`config.mk`:
```
export PLATFORM = sky130hd
export DESIGN_NAME = adc_decimation_filter
export DESIGN_NICKNAME = d
export VERILOG_FILES = /design/src/common/adf_pkg.sv /design/src/common/adf_stream_if.sv /design/src/hw/adc_decimation_filter.sv /design/src/hw/adf_fifo.sv /design/src/hw/adf_sinc3.sv
export SDC_FILE = /design/constraint.sdc
export NUM_CORES = 1
export LEC_CHECK = 0
export ABC_CLOCK_PERIOD_IN_PS = 20300
export BUFFER_PORTS_ARGS = -buffer_cell sky130_fd_sc_hd__clkbuf_2
export CAP_MARGIN = 30
export CORE_MARGIN = 1
export CORE_UTILIZATION = 60
export CTS_CLUSTER_SIZE = 12
export DETAILED_ROUTE_END_ITERATION = 10
export PLACE_DENSITY = 0.76
export SYNTH_ARGS = -nofsm -noshare
export SYNTH_HDL_FRONTEND = slang
export SYNTH_SLANG_ARGS = --single-unit
```
`constraint.sdc`:
```
create_clock -name clk -period 20.3 [get_ports clk]
set_input_delay 1.015 -clock clk [delete_from_list [all_inputs] [get_ports clk]]
set_output_delay 1.015 -clock clk [all_outputs]
set_load 0.01 [all_outputs]
```
`src/common/adf_pkg.sv`:
```
// package: constants, types and helpers of the decimation filter
// Summary of operation
// RULE1: filter averages modulator bits and decimates by the oversampling ratio
// RULE2: three-bit selector picks one of eight ratios, 128 through 16384
// RULE3: modulator bits arrive at half the main clock rate
// RULE4: output word rate equals modulator rate divided by the ratio
// RULE5: modulator stream feeds sinc3 path and fast path in parallel
// RULE6: after reset the output comes from the fast sinc1 path
// RULE7: after two fast conversions switch to sinc3 and stay until reset
// RULE8: ratios 128 to 1024 take the sinc3 result directly
// RULE9: ratios 2048 and up use sinc3 at 1024 then sinc1 by 2 to 16
// RULE10: nulls at multiples of output rate, response repeats at modulator rate
// RULE11: channel enable, input, gain change or resync restarts settling
// RULE12: unsettled words are not suppressed; reader discards them
// RULE13: reader trusts the first strobe falling edge after settling expires
// RULE14: settling 432, 816, 1584, 3120 modulator periods for 128 to 1024
// RULE15: settling 6192, 10288, 18480, 34864 periods for 2048 to 16384
// RULE16: sinc3 path is the cube of an N-long average over N
// RULE17: codes 0 to 7 map upward to ratios 128 to 16384
// RULE18: cascade sinc1 sums sinc3 words per group, emits average, restarts
package adf_pkg;

    localparam int ADF_SEL_W      = 3;
    localparam int ADF_WORD_W     = 24;
    localparam int ADF_CIC_W      = 32;
    localparam int ADF_CNT_W      = 14;
    localparam int ADF_LOG2_W     = 4;
    localparam int ADF_CASC_W     = 4;
    localparam int ADF_ACC_W      = 28;
    localparam int ADF_SETTLE_W   = 16;
    localparam int ADF_FIFO_DEPTH = 4;

    localparam logic [3:0] ADF_LOG2_MIN   = 4'h7;  // ratio 128
    localparam logic [3:0] ADF_LOG2_S3MAX = 4'hA;  // sinc3 caps at 1024
    localparam logic [2:0] ADF_SEL_S3MAX  = 3'h3;  // code of ratio 1024
    localparam logic [4:0] ADF_S3_BIAS    = 5'h15; // 3 * 7
    localparam logic [4:0] ADF_FAST_FS    = 5'h18; // 24 fraction bits
    localparam logic [1:0] ADF_FAST_CONVS = 2'h2;
    localparam logic [ADF_WORD_W-1:0] ADF_SIGN_FLIP = 24'h800000;
    localparam logic [ADF_WORD_W-1:0] ADF_WORD_MAX  = 24'hFFFFFF;

    typedef logic [ADF_SETTLE_W-1:0] adf_settle_t;

    // settling in modulator periods: 432 .. 34864
    localparam adf_settle_t ADF_SETTLE [8] = '{
        16'h01B0, 16'h0330, 16'h0630, 16'h0C30,
        16'h1830, 16'h2830, 16'h4830, 16'h8830
    };

    typedef enum logic {ADF_PATH_FAST, ADF_PATH_SINC3} adf_path_t;

    // code n selects ratio 2^(7+n)
    function automatic logic [3:0] adf_ratio_log2(input logic [2:0] sel);
        return ADF_LOG2_MIN + {1'b0, sel};
    endfunction

    function automatic logic [3:0] adf_s3_log2(input logic [2:0] sel);
        return (sel > ADF_SEL_S3MAX) ? ADF_LOG2_S3MAX : adf_ratio_log2(sel);
    endfunction

    function automatic logic [ADF_CNT_W-1:0] adf_mask(input logic [3:0] l2);
        return ADF_CNT_W'(({{ADF_CNT_W{1'b0}}, 1'b1} << l2) - 1'b1);
    endfunction

    // unsigned fraction of 2^24 to two's complement, full scale saturates
    function automatic logic [ADF_WORD_W-1:0] adf_to_signed(
        input logic [ADF_WORD_W:0] v);
        return (v[ADF_WORD_W] ? ADF_WORD_MAX : v[ADF_WORD_W-1:0])
               ^ ADF_SIGN_FLIP;
    endfunction

endpackage

```
`src/common/adf_stream_if.sv`:
```
// interface: valid/ready word stream between filter modules
`timescale 1ns/1ps
`default_nettype none

interface adf_stream_if #(parameter int W = 24) ();
    logic         valid;
    logic         ready;
    logic [W-1:0] data;

    modport src (output valid, output data, input ready);
    modport snk (input valid, input data, output ready);
endinterface

`default_nettype wire

```
`src/hw/adc_decimation_filter.sv`:
```
// top: one-channel decimation filter with fast start and settling flag
`timescale 1ns/1ps
`default_nettype none

module adc_decimation_filter import adf_pkg::*; #(
    parameter int          FIFO_DEPTH = ADF_FIFO_DEPTH,
    parameter adf_settle_t SETTLE [8] = ADF_SETTLE
) (
    input  wire logic                 clk,
    input  wire logic                 reset,
    input  wire logic                 mod_bit,
    input  wire logic [ADF_SEL_W-1:0] decimation_ratio_sel,
    input  wire logic                 settle_restart,
    input  wire logic                 out_ready,
    output logic                      out_valid,
    output logic [ADF_WORD_W-1:0]     out_word,
    output logic                      sample_ready_strobe_n,
    output logic                      filter_settled,
    output logic                      fast_path_active,
    output logic                      buffer_ready
);

    // ---- modulator timing and configuration decode

    logic                 mod_phase;
    logic [ADF_SEL_W-1:0] sel_q;
    logic [ADF_CNT_W-1:0] phase_cnt;

    // one modulator bit every second clock [RULE3]
    wire tick = mod_phase;

    // a ratio change restarts decimation as a resync would [RULE11]
    wire restart = settle_restart || (decimation_ratio_sel != sel_q);

    // ratio decode [RULE2] [RULE17]
    wire [ADF_LOG2_W-1:0] ratio_log2 = adf_ratio_log2(decimation_ratio_sel);
    wire [ADF_LOG2_W-1:0] s3_log2    = adf_s3_log2(decimation_ratio_sel);
    wire [ADF_LOG2_W-1:0] casc_log2  = ratio_log2 - s3_log2;
    wire                  cascaded   = decimation_ratio_sel > ADF_SEL_S3MAX;
    wire [ADF_CNT_W-1:0]  ratio_mask = adf_mask(ratio_log2);
    wire [ADF_CNT_W-1:0]  s3_mask    = adf_mask(s3_log2);
    wire [ADF_CASC_W-1:0] casc_mask  = ADF_CASC_W'(adf_mask(casc_log2));

    // conversion ends every ratio bits [RULE1] [RULE4]
    wire conv_end = tick && (phase_cnt == ratio_mask);
    // sinc3 dumps every min(ratio, 1024) bits [RULE9]
    wire s3_dump  = tick && ((phase_cnt & s3_mask) == s3_mask);

    wire [ADF_CNT_W-1:0] next_phase_cnt =
        (restart || conv_end) ? '0 :
        tick                  ? phase_cnt + 1'b1 :
                                phase_cnt;

    always_ff @(posedge clk or posedge reset) begin
        if (reset) begin
            mod_phase <= 1'b0;
            sel_q     <= '0;
            phase_cnt <= '0;
        end else begin
            mod_phase <= ~mod_phase;
            sel_q     <= decimation_ratio_sel;
            phase_cnt <= next_phase_cnt;
        end
    end

    // ---- fast-settling sinc1 path over the full ratio [RULE6]

    logic [ADF_CNT_W:0] fast_sum;

    wire [ADF_CNT_W:0]    fast_total  = fast_sum + (ADF_CNT_W+1)'(mod_bit);
    wire [4:0]            fast_shift  = ADF_FAST_FS - {1'b0, ratio_log2};
    wire [ADF_WORD_W:0]   fast_scaled =
        (ADF_WORD_W+1)'({10'h000, fast_total} << fast_shift);
    wire [ADF_WORD_W-1:0] fast_word   = adf_to_signed(fast_scaled);

    always_ff @(posedge clk or posedge reset) begin
        if (reset) begin
            fast_sum <= '0;
        end else if (restart || conv_end) begin
            fast_sum <= '0;
        end else if (tick) begin
            fast_sum <= fast_total;
        end
    end

    // ---- sinc3 path, fed by the same bits in parallel [RULE5]

    logic                         s3_valid;
    logic signed [ADF_WORD_W-1:0] s3_word;

    adf_sinc3 #(
        .W         (ADF_CIC_W)
    ) u_sinc3 (
        .clk       (clk),
        .reset     (reset),
        .tick      (tick),
        .bit_in    (mod_bit),
        .clear     (restart),
        .dump      (s3_dump),
        .s3_log2   (s3_log2),
        .out_valid (s3_valid),
        .out_word  (s3_word)
    );

    // ---- cascaded sinc1 over 2..16 sinc3 words [RULE9] [RULE18]

    logic [ADF_CASC_W-1:0]       grp_cnt;
    logic signed [ADF_ACC_W-1:0] casc_acc;

    wire signed [ADF_ACC_W-1:0] casc_total = casc_acc + ADF_ACC_W'(s3_word);
    wire signed [ADF_ACC_W-1:0] casc_avg   = casc_total >>> casc_log2;
    wire [ADF_WORD_W-1:0]       casc_word  = casc_avg[ADF_WORD_W-1:0];
    wire                        casc_end   = s3_valid && (grp_cnt == casc_mask);

    // group restarts after each emitted average [RULE18]
    always_ff @(posedge clk or posedge reset) begin
        if (reset) begin
            grp_cnt  <= '0;
            casc_acc <= '0;
        end else if (restart || casc_end) begin
            grp_cnt  <= '0;
            casc_acc <= '0;
        end else if (s3_valid) begin
            grp_cnt  <= grp_cnt + 1'b1;
            casc_acc <= casc_total;
        end
    end

    // ---- output path selection

    adf_path_t path;
    adf_path_t next_path;
    logic [1:0] fast_cnt;
    logic       switch_q;

    // fast path for two conversions, then sinc3 until reset [RULE7]
    always_comb begin
        next_path = path;
        case (path)
            ADF_PATH_FAST: begin
                if (conv_end && (fast_cnt == ADF_FAST_CONVS - 2'h1)) begin
                    next_path = ADF_PATH_SINC3;
                end
            end
            ADF_PATH_SINC3: next_path = ADF_PATH_SINC3;
            default:        next_path = ADF_PATH_FAST;
        endcase
    end

    always_ff @(posedge clk or posedge reset) begin
        if (reset) begin
            path     <= ADF_PATH_FAST;
            fast_cnt <= '0;
            switch_q <= 1'b0;
        end else begin
            path     <= next_path;
            switch_q <= (path == ADF_PATH_FAST) && (next_path != path);
            if (path==ADF_PATH_FAST && conv_end) fast_cnt <= fast_cnt + 1'b1;
        end
    end

    // the sinc3 word trailing the last fast word is the same conversion
    wire s3_emit = !switch_q && (cascaded ? casc_end : s3_valid); // [RULE8]
    wire emit    = (path == ADF_PATH_FAST) ? conv_end : s3_emit;
    wire [ADF_WORD_W-1:0] emit_word =
        (path == ADF_PATH_FAST) ? fast_word :
        cascaded                ? casc_word :
                                  s3_word;

    // ---- settling tracker: informs only, never gates words [RULE12]

    logic [ADF_SETTLE_W-1:0] settle_cnt;

    wire [ADF_SETTLE_W-1:0] settle_goal = SETTLE[decimation_ratio_sel];
    wire settle_step = tick && !filter_settled;
    wire settle_hit  = settle_step && (settle_cnt == settle_goal - 1'b1);

    // counts modulator periods from the last restart [RULE14] [RULE15]
    always_ff @(posedge clk or posedge reset) begin
        if (reset) begin
            settle_cnt     <= '0;
            filter_settled <= 1'b0;
        end else if (restart) begin
            settle_cnt     <= '0;
            filter_settled <= 1'b0;
        end else if (settle_step) begin
            settle_cnt     <= settle_cnt + 1'b1;
            filter_settled <= settle_hit;
        end
    end

    // ---- buffering toward the calibration stage

    adf_stream_if #(.W(ADF_WORD_W)) push_if ();
    adf_stream_if #(.W(ADF_WORD_W)) pop_if ();

    logic                  push_valid;
    logic [ADF_WORD_W-1:0] push_word;

    assign push_if.valid = push_valid;
    assign push_if.data  = push_word;

    // a held word is replaced by a newer one if the fifo stays full
    always_ff @(posedge clk or posedge reset) begin
        if (reset) begin
            push_valid <= 1'b0;
            push_word  <= '0;
        end else if (emit) begin
            push_valid <= 1'b1;
            push_word  <= emit_word;
        end else if (push_if.ready) begin
            push_valid <= 1'b0;
        end
    end

    adf_fifo #(
        .WIDTH (ADF_WORD_W),
        .DEPTH (FIFO_DEPTH)
    ) u_fifo (
        .clk   (clk),
        .reset (reset),
        .wr    (push_if),
        .rd    (pop_if)
    );

    wire out_free = !out_valid || out_ready;
    wire take     = pop_if.valid && out_free;

    assign pop_if.ready = out_free;

    // output register; strobe is low in the same cycle each new word appears on out_word, staying low for back-to-back words [RULE13]
    always_ff @(posedge clk or posedge reset) begin
        if (reset) begin
            out_valid             <= 1'b0;
            out_word              <= '0;
            sample_ready_strobe_n <= 1'b1;
        end else begin
            if (out_free) out_valid <= pop_if.valid;
            if (take)     out_word  <= pop_if.data;
            sample_ready_strobe_n <= ~take;
        end
    end

    always_ff @(posedge clk or posedge reset) begin
        if (reset) begin
            fast_path_active <= 1'b1;
            buffer_ready     <= 1'b0;
        end else begin
            fast_path_active <= (next_path == ADF_PATH_FAST);
            buffer_ready     <= push_if.ready;
        end
    end
endmodule // adc_decimation_filter

`default_nettype wire

```
`src/hw/adf_fifo.sv`:
```
// module: small word FIFO with valid/ready on both sides
`timescale 1ns/1ps
`default_nettype none

module adf_fifo import adf_pkg::*; #(
    parameter int WIDTH = ADF_WORD_W,
    parameter int DEPTH = ADF_FIFO_DEPTH
) (
    input  wire logic  clk,
    input  wire logic  reset,
    adf_stream_if.snk  wr,
    adf_stream_if.src  rd
);
    localparam int AW = $clog2(DEPTH);

    logic [WIDTH-1:0] mem [DEPTH];
    logic [AW:0]      wptr;
    logic [AW:0]      rptr;

    // depth must be a power of two: the extra pointer bit tells full
    wire full  = (wptr[AW] != rptr[AW]) && (wptr[AW-1:0] == rptr[AW-1:0]);
    wire empty = (wptr == rptr);
    wire push  = wr.valid && !full;
    wire pop   = rd.ready && !empty;

    assign wr.ready = !full;
    assign rd.valid = !empty;
    assign rd.data  = mem[rptr[AW-1:0]];

    // pointers
    always_ff @(posedge clk or posedge reset) begin
        if (reset) begin
            wptr <= '0;
            rptr <= '0;
        end else begin
            if (push) wptr <= wptr + 1'b1;
            if (pop)  rptr <= rptr + 1'b1;
        end
    end

    // storage needs no reset
    always_ff @(posedge clk) begin
        if (push) mem[wptr[AW-1:0]] <= wr.data;
    end
endmodule // adf_fifo

`default_nettype wire

```
`src/hw/adf_sinc3.sv`:
```
// module: third-order sinc decimator with scaling to signed words
`timescale 1ns/1ps
`default_nettype none

module adf_sinc3 import adf_pkg::*; #(
    parameter int W = ADF_CIC_W
) (
    input  wire logic                  clk,
    input  wire logic                  reset,
    input  wire logic                  tick,
    input  wire logic                  bit_in,
    input  wire logic                  clear,
    input  wire logic                  dump,
    input  wire logic [ADF_LOG2_W-1:0] s3_log2,
    output logic                       out_valid,
    output logic [ADF_WORD_W-1:0]      out_word
);
    logic [W-1:0] integ [3];
    logic [W-1:0] dly   [3];
    logic [W-1:0] feed  [3];
    logic [W-1:0] comb  [3];
    logic [W-1:0] dly_d [3];

    // integrators at modulator rate, combs at decimated rate [RULE16]
    // comb delays give nulls at every output-rate multiple [RULE10]
    genvar i;
    generate
        for (i = 0; i < 3; i++) begin : g_stage
            if (i == 0) begin : g_first
                assign feed[i]  = W'(bit_in);
                assign comb[i]  = integ[2] - dly[i];
                assign dly_d[i] = integ[2];
            end else begin : g_rest
                assign feed[i]  = integ[i-1];
                assign comb[i]  = comb[i-1] - dly[i];
                assign dly_d[i] = comb[i-1];
            end
        end
    endgenerate

    // wrap-around arithmetic is exact as long as W >= 3*log2(N)+1
    always_ff @(posedge clk or posedge reset) begin
        if (reset) begin
            for (int k = 0; k < 3; k++) begin
                integ[k] <= '0;
                dly[k]   <= '0;
            end
        end else if (clear) begin
            for (int k = 0; k < 3; k++) begin
                integ[k] <= '0;
                dly[k]   <= '0;
            end
        end else begin
            for (int k = 0; k < 3; k++) begin
                if (tick) integ[k] <= integ[k] + feed[k];
                if (dump) dly[k]   <= dly_d[k];
            end
        end
    end

    // divide by N^3: result is a fraction of 2^24 [RULE16]
    wire [4:0]   shift  = 5'({1'b0, s3_log2} * 5'h03) - ADF_S3_BIAS;
    wire [W+2:0] ext    = {comb[2], 3'b000};
    wire [W+2:0] scaled = ext >> shift;

    always_ff @(posedge clk or posedge reset) begin
        if (reset) begin
            out_valid <= 1'b0;
            out_word  <= '0;
        end else begin
            out_valid <= dump && !clear;
            if (dump) out_word <= adf_to_signed(scaled[ADF_WORD_W:0]);
        end
    end
endmodule // adf_sinc3

`default_nettype wire

```
==> impl_metrics.py, run 1 <==
metrics = {
    "timing": {
        "slew_headroom_pct": 30.1,
        "drv_slew": 0,
        "hold_viol": 0,
        "setup_viol": 0,
        "fmax_mhz": 117,
        "fin_crit_ns": 8.58,
        "fin_skew_ns": 0.0213,
        "worst_pin_slew_ns": 1.05,
        "rsz0062_at_grt": "false",
        "fin_hold_ws_ns": 0.474,
        "min_period_over_period_pct": 42.3,
        "tns_ns": 0,
    },
    "die": {
        "die_area_um2": 56000,
        "core_area_um2": 54100,
        "pin_count": 37,
        "rows": 85,
        "die_w_um": 237,
        "start_util_pct": 61.0,
        "chipHeight_um": 237,
    },
    "layout": {
        "layout_common_cells": "nand2_1 (463), a21oi_1 (365), dfrtp_1 (359), nor2_1 (343), o21ai_0 (215)",
        "nNetsFinal": 3958,
        "drive_gt1_share_pct": 7.82,
        "syn_to_final_growth_pct": 7.63,
        "finalInstanceArea_um2": 35600,
        "fin_cells": 4466,
        "final_common_cell": "nand2_1",
        "antenna_cells": 0,
    },
    "setup_path": {
        "crit_family": "compound AO/OA/AOI/OAI gates",
        "cp-start-kind": "register",
        "cp-end-kind": "register",
        "worst_path_largest_cell_delay_ns": 0.66,
        "cp_max_fo": 11,
        "crit_buf_inv": 2,
        "path_class": "register to register",
        "crit_required_ns": 20.80,
        "crit_slowest_cell": "o311ai_0",
        "cp.arrival_ns": 9.07,
    },
    "place": {
        "place_hpwl_mm": 58.2,
        "place.gp.congestion": 0.953,
        "dp_cells": 4372,
        "place_area_um2": 33800,
        "portBuffers": 36,
    },
    "global_routing": {
        "grt_max_degree": 104,
        "overflow": 0,
        "antenna_found_initial": 0,
        "grt_pass1_vias": 26540,
        "busiest_layer": "met2",
        "use_met1_pct": 36.0,
        "grt_pass1_wl_mm": 135,
        "met2_usage_pct": 51.8,
        "use_met3_pct": 3.29,
        "track_usage_pct": 29.1,
    },
    "routing": {
        "via_per_inst": 6.17,
        "first_pass_iters": 6,
        "drt_first_iter_violations": 2002,
        "wl_per_cell_um": 18.2,
        "drcViolationCount": 0,
        "vias": 27537,
        "wl_mm": 81.5,
        "ant_nets": 0,
    },
    "clocking": {
        "cts_made_buffers": 50,
        "cts-htree-levels": 2,
        "cts_root_buf": "clkbuf_16",
        "cts_tree": "built",
        "clk_path_buf_depth": 3,
        "cts_setup_buffers": 0,
        "cts_sinks": 458,
        "insertion_delay_ns": 0.61,
        "cts_hold_buffers": 0,
        "clk_pin_slew_ns": 0.06,
        "ctsResizeCount": 0,
    },
    "synthesis": {
        "synth_ff_type": "dfrtp_1",
        "synth_area_leaders": "dfrtp_1 (27%), edfxtp_1 (8.7%), ha_1 (8.1%)",
        "syn-cell-area_um2": 33000,
        "syn_inst": 3769,
        "ys_seq_area_share_pct": 36.2,
        "synth_top_area_share_pct": 27.3,
        "yosysWarnings": 0,
        "synth.avg_cell_area_um2": 8.77,
        "yosys.area.top_type": "dfrtp_1",
        "yosysUniqueCellTypes": 93,
        "synth-async-reset-ratio_pct": 79.0,
        "synth_seq_cells": 458,
        "synth-edff-count": 96,
    },
    "worst_hold_path": {
        "worst_hold_path_type": "register to register",
    },
    "outcome": {
        "outcome": "complete, no violations",
    },
    "power_and_ir_drop": {
        "p_leak_nw": 15.7,
        "ir_drop_v": 0.0000646,
        "power.density_nw_per_um2": 64.4,
    },
    "job": {
        "maxCapViolations": 0,
    },
}
==> registers in the layout (all words and copies together) (netlist names), 2 cells and up <==
| name | flops |
|---|---|
| u_sinc3.dly_d | 32 |
| sel_q | 3 |
| u_fifo.wptr | 3 |
| u_sinc3.out_word | 24 |
| fast_sum | 15 |
| fast_cnt | 2 |
| u_sinc3.feed | 64 |
| casc_acc | 28 |
| phase_cnt | 14 |
| push_if.data | 24 |
| u_sinc3.dly | 96 |
| u_fifo.rptr | 3 |
| settle_cnt | 16 |
| grp_cnt | 4 |
| out_word | 24 |
| u_fifo.mem | 96 |
==> kinds of logic after synthesis <==
kind of cell    share of synthesized area (%)
simple gates                             16.3
buf+inv                                  4.08
flops                                    36.2
xor+xnor                                 6.84
other cells                            0.0114
mux                                      7.34
fa+ha+maj                                8.47
compound gates                           20.8
==> per-stage QoR <==
step                      setup WS, ns  power, W  util, %
final                            11.72   0.00229     65.7
after global routing             11.06   0.00238     65.7
after CTS                        11.80   0.00230     65.6
after detailed placement         11.82   0.00138     62.5
after global placement           11.91   0.00137     62.5
after floorplan                   9.24   0.00128        -
==> path summary, 6_finish.rpt <==
path | startpoint | endpoint | slack, ns | cells past startpoint
hold / removal | fast_cnt[0] | fast_cnt[0] | 0.47 | 1
hold reg to reg | fast_cnt[0] | fast_cnt[0] | 0.47 | 1
setup / recovery | u_sinc3.dly_d[64] | u_sinc3.out_word[4] | 11.72 | 34
setup reg to reg | u_sinc3.dly_d[64] | u_sinc3.out_word[4] | 11.72 | 34
max in group asynchronous | reset | mod_phase | 17.25 | 6
min in group asynchronous | reset | casc_acc[15] | 0.50 | 2
==> cell usage after synthesis (53+ instances only) <==
library cell	count
o21ai_0	215
nand2_1	463
inv_1	175
ha_1	214
a21o_1	85
edfxtp_1	96
mux2_2	53
nand3_1	90
xnor2_1	141
a211oi_1	62
xor2_1	114
dfrtp_1	360
nor2_1	347
clkbuf_1	153
mux2i_1	115
a21oi_1	366
nor3_1	68
==> metal layers <==
layer	routed length, µm	part of all wire [%]
met5	0	0
met4	3050	3.7
met3	3230	4.0
met2	40600	50
met1	34600	42
==> power by group <==
part | internal (W) | switching, W
Combinational | 0.000159 | 0.000226
Clock | 0.000541 | 0.000381
Sequential | 0.000968 | 0.0000164
Total | 0.00167 | 0.000623
==> layout make-up <==
cell class	instances	area, µm²
inverter	177	672
clock buffer	78	1490
tap	696	871
timing repair buffer	85	604
multi-input combinational	2958	19800
sequential	458	11900
fill	4440	18600
clock inverter	14	171
No activity file was read; power rests on OpenSTA's default activity.
==> run 2: changes to the inputs <==
ABC_CLOCK_PERIOD_IN_PS = 8000   (was 20300)
clock period = 8 ns   (was 20.3 ns; I/O delays follow)
==> run 2 against run 1 <==
Compared with the run above: the run now ends with negative hold slack left; first-iteration DRC count down 9.6%; sequential share of layout area fell by 0.38 points; fmax rose by 13%; highest routed layer unchanged; via count grew 1.0%; utilization increased by 0.75 points; sequential cell count unchanged; setup slack lost 11 ns; largest power group is now the clock network; hold slack worse by 0.59 ns.
==> impl_metrics.py, run 2 (synthesis gave the netlist of run 1 again) <==
metrics = {
    "timing": {
        "fin_hold_ws_ns": -0.111,
        "fin_crit_ns": 7.59,
        "fin_skew_ns": 0.0263,
        "fmax_mhz": 132,
        "drv_slew": 0,
        "hold_viol": 19,
        "min_period_over_period_pct": 94.9,
        "slew_headroom_pct": 27.1,
        "worst_pin_slew_ns": 1.09,
        "setup_viol": 0,
    },
    "setup_path": {
        "cp_max_fo": 7,
        "rr_startpoint": "u_sinc3.dly_d[64]",
        "crit_top_cell": "a21o_1",
        "crit_required_ns": 8.47,
        "timing.reg2reg.setup_slack_ns": 0.41,
        "crit_family": "compound AO/OA/AOI/OAI gates",
        "cp-end-kind": "register",
        "reg2reg_depth": 36,
        "crit_slowest_cell": "mux4_2",
        "r2r_end": "u_sinc3.out_word[14]",
        "cp.arrival_ns": 8.06,
        "cp-start-kind": "register",
        "worst_path_largest_cell_delay_ns": 0.51,
        "crit_buf_inv": 3,
        "path_class": "register to register",
    },
    "power_and_ir_drop": {
        "p_leak_nw": 15.9,
        "power_w": 0.00599,
        "p_switching_w": 0.00160,
        "ir_drop_v": 0.000186,
        "p_comb_share_pct": 16.4,
        "power_frac_seq_pct": 41.7,
        "clock_power_share_pct": 42.0,
        "intPower_w": 0.00439,
        "switching_share_pct": 26.7,
        "power.density_nw_per_um2": 166,
    },
    "routing": {
        "via_per_inst": 6.20,
        "first_pass_iters": 6,
        "ant_nets": 0,
        "wl_per_cell_um": 18.4,
        "vias": 27816,
        "wl_mm": 82.5,
        "drcViolationCount": 0,
        "drt_first_iter_violations": 1809,
    },
    "place": {
        "place.gp.congestion": 0.953,
        "place_hpwl_mm": 58.2,
        "portBuffers": 36,
        "dp_cells": 4384,
    },
    "global_routing": {
        "grt_pass1_wl_mm": 135,
        "antenna_found_initial": 0,
        "overflow": 0,
        "track_usage_pct": 29.3,
        "grt_max_degree": 169,
        "grt_pass1_vias": 26785,
    },
    "clocking": {
        "cts_made_buffers": 51,
        "cts-htree-levels": 2,
        "clk_path_buf_depth": 3,
        "clk_pin_slew_ns": 0.06,
        "cts_sinks": 458,
        "insertion_delay_ns": 0.60,
        "cts_root_buf": "clkbuf_16",
        "cts_tree": "built",
    },
    "layout": {
        "nNetsFinal": 3980,
        "syn_to_final_growth_pct": 8.86,
        "final_common_cell": "nand2_1",
        "drive_gt1_share_pct": 9.12,
        "layout_common_cells": "nand2_1 (463), a21oi_1 (359), dfrtp_1 (359), nor2_1 (343), ha_1 (212)",
        "antenna_cells": 0,
        "regArea_um2": 11900,
        "fin_cells": 4490,
        "multiInputGateArea_um2": 20000,
        "fillers": 4408,
    },
    "worst_hold_path": {
        "worst_hold_path_type": "input port to async pin",
    },
    "outcome": {
        "outcome": "finished with violations",
        "violations": "negative hold slack",
    },
    "die": {
        "start_util_pct": 61.0,
        "core_area_um2": 54100,
        "rows": 85,
        "pin_count": 37,
        "die_area_um2": 56000,
        "chipHeight_um": 237,
        "die_w_um": 237,
    },
    "job": {
        "maxCapViolations": 0,
    },
}
==> run 2: changes by cell type in the layout (fill, tap and decap cells not counted), moves of 3 or more <==
cell and delta:
nor3_1 -3, nor3_2 +3, a211oi_2 +5, buf_16 -3, bufinv_16 +5, buf_4 +22
a211oi_1 -5, a21oi_2 +5, o21ai_1 +4, a21oi_1 -6, o21ai_0 -4
==> run 2: repair_timing <==
item | CTS | global route
setup buffers | 0 | 10
hold endpoints to repair | 1 | 0
resized for setup | 1 | 33
endpoints found under the setup margin | 1 | 24
pin swaps | 0 | 14
hold buffers | 1 | 0
==> run 2: power by group through the flow <==
stage                     registers [W]  logic, W  clock network (W)
final                           0.00249  0.000979            0.00251
after global routing            0.00250   0.00106            0.00263
after CTS                       0.00249  0.000978            0.00255
after detailed placement        0.00254  0.000969                  0
after global placement          0.00253  0.000954                  0
after floorplan                 0.00257  0.000672                  0
==> run 2: worst max-delay path by stage <==
stage                      start              endpoint  depth (start not counted)
2_1_floorplan  u_sinc3.dly_d[64]   u_sinc3.out_word[9]                         37
6_report       u_sinc3.dly_d[64]  u_sinc3.out_word[14]                         36
5_1_grt        u_sinc3.dly_d[64]  u_sinc3.out_word[10]                         39
3_3_place_gp   u_sinc3.dly_d[64]  u_sinc3.out_word[15]                         38
3_5_place_dp   u_sinc3.dly_d[64]  u_sinc3.out_word[10]                         39
4_1_cts        u_sinc3.dly_d[64]  u_sinc3.out_word[13]                         38
==> run 2: area by class of cell <==
type | count | area share, %
Multi-Input combinational cell | 2958 | 55.5
Clock inverter | 20 | 0.915
Inverter | 177 | 1.86
Tap cell | 696 | 2.42
Timing Repair Buffer | 106 | 2.04
Clock buffer | 75 | 4.08
Sequential cell | 458 | 33.2
==> run 2: metal layers <==
metal / track usage [%] / share of wire, % / wire, µm / vias to the layer above
li1: - / - / - / 13537
met1: 36.1 / 42 / 34500 / 13314
met2: 52.1 / 50 / 41000 / 732
met3: 2.96 / 4.2 / 3500 / 233
met4: 12.5 / 4.3 / 3550 / 0
met5: 0 / 0 / 0 / -
==> run 2: worst register-to-register path: cells and delay by family, from the launching register on <==
kind | cells | cell delay, ns
compound gates | 20 | 3.90
fa+ha+maj | 4 | 1.19
simple gates | 6 | 0.86
mux | 1 | 0.51
flops | 1 | 0.40
xor+xnor | 2 | 0.32
buf+inv | 3 | 0.27
==> run 2: metrics by stage <==
| stage | instance area, µm² | TNS, ns | worst slack, ns | util [%] |
|---|---|---|---|---|
| 2_1_floorplan | 33000 | 0 | 0.531 | - |
| 3_3_place_gp | 33900 | 0 | 0.149 | 62.7 |
| 3_5_place_dp | 33900 | 0 | 0.0414 | 62.7 |
| 4_1_cts | 35700 | 0 | 0.0231 | 66.0 |
| 5_1_grt | 36000 | -0.127 | -0.0359 | 66.4 |
| 6_report | 36000 | 0 | 0.409 | 66.4 |
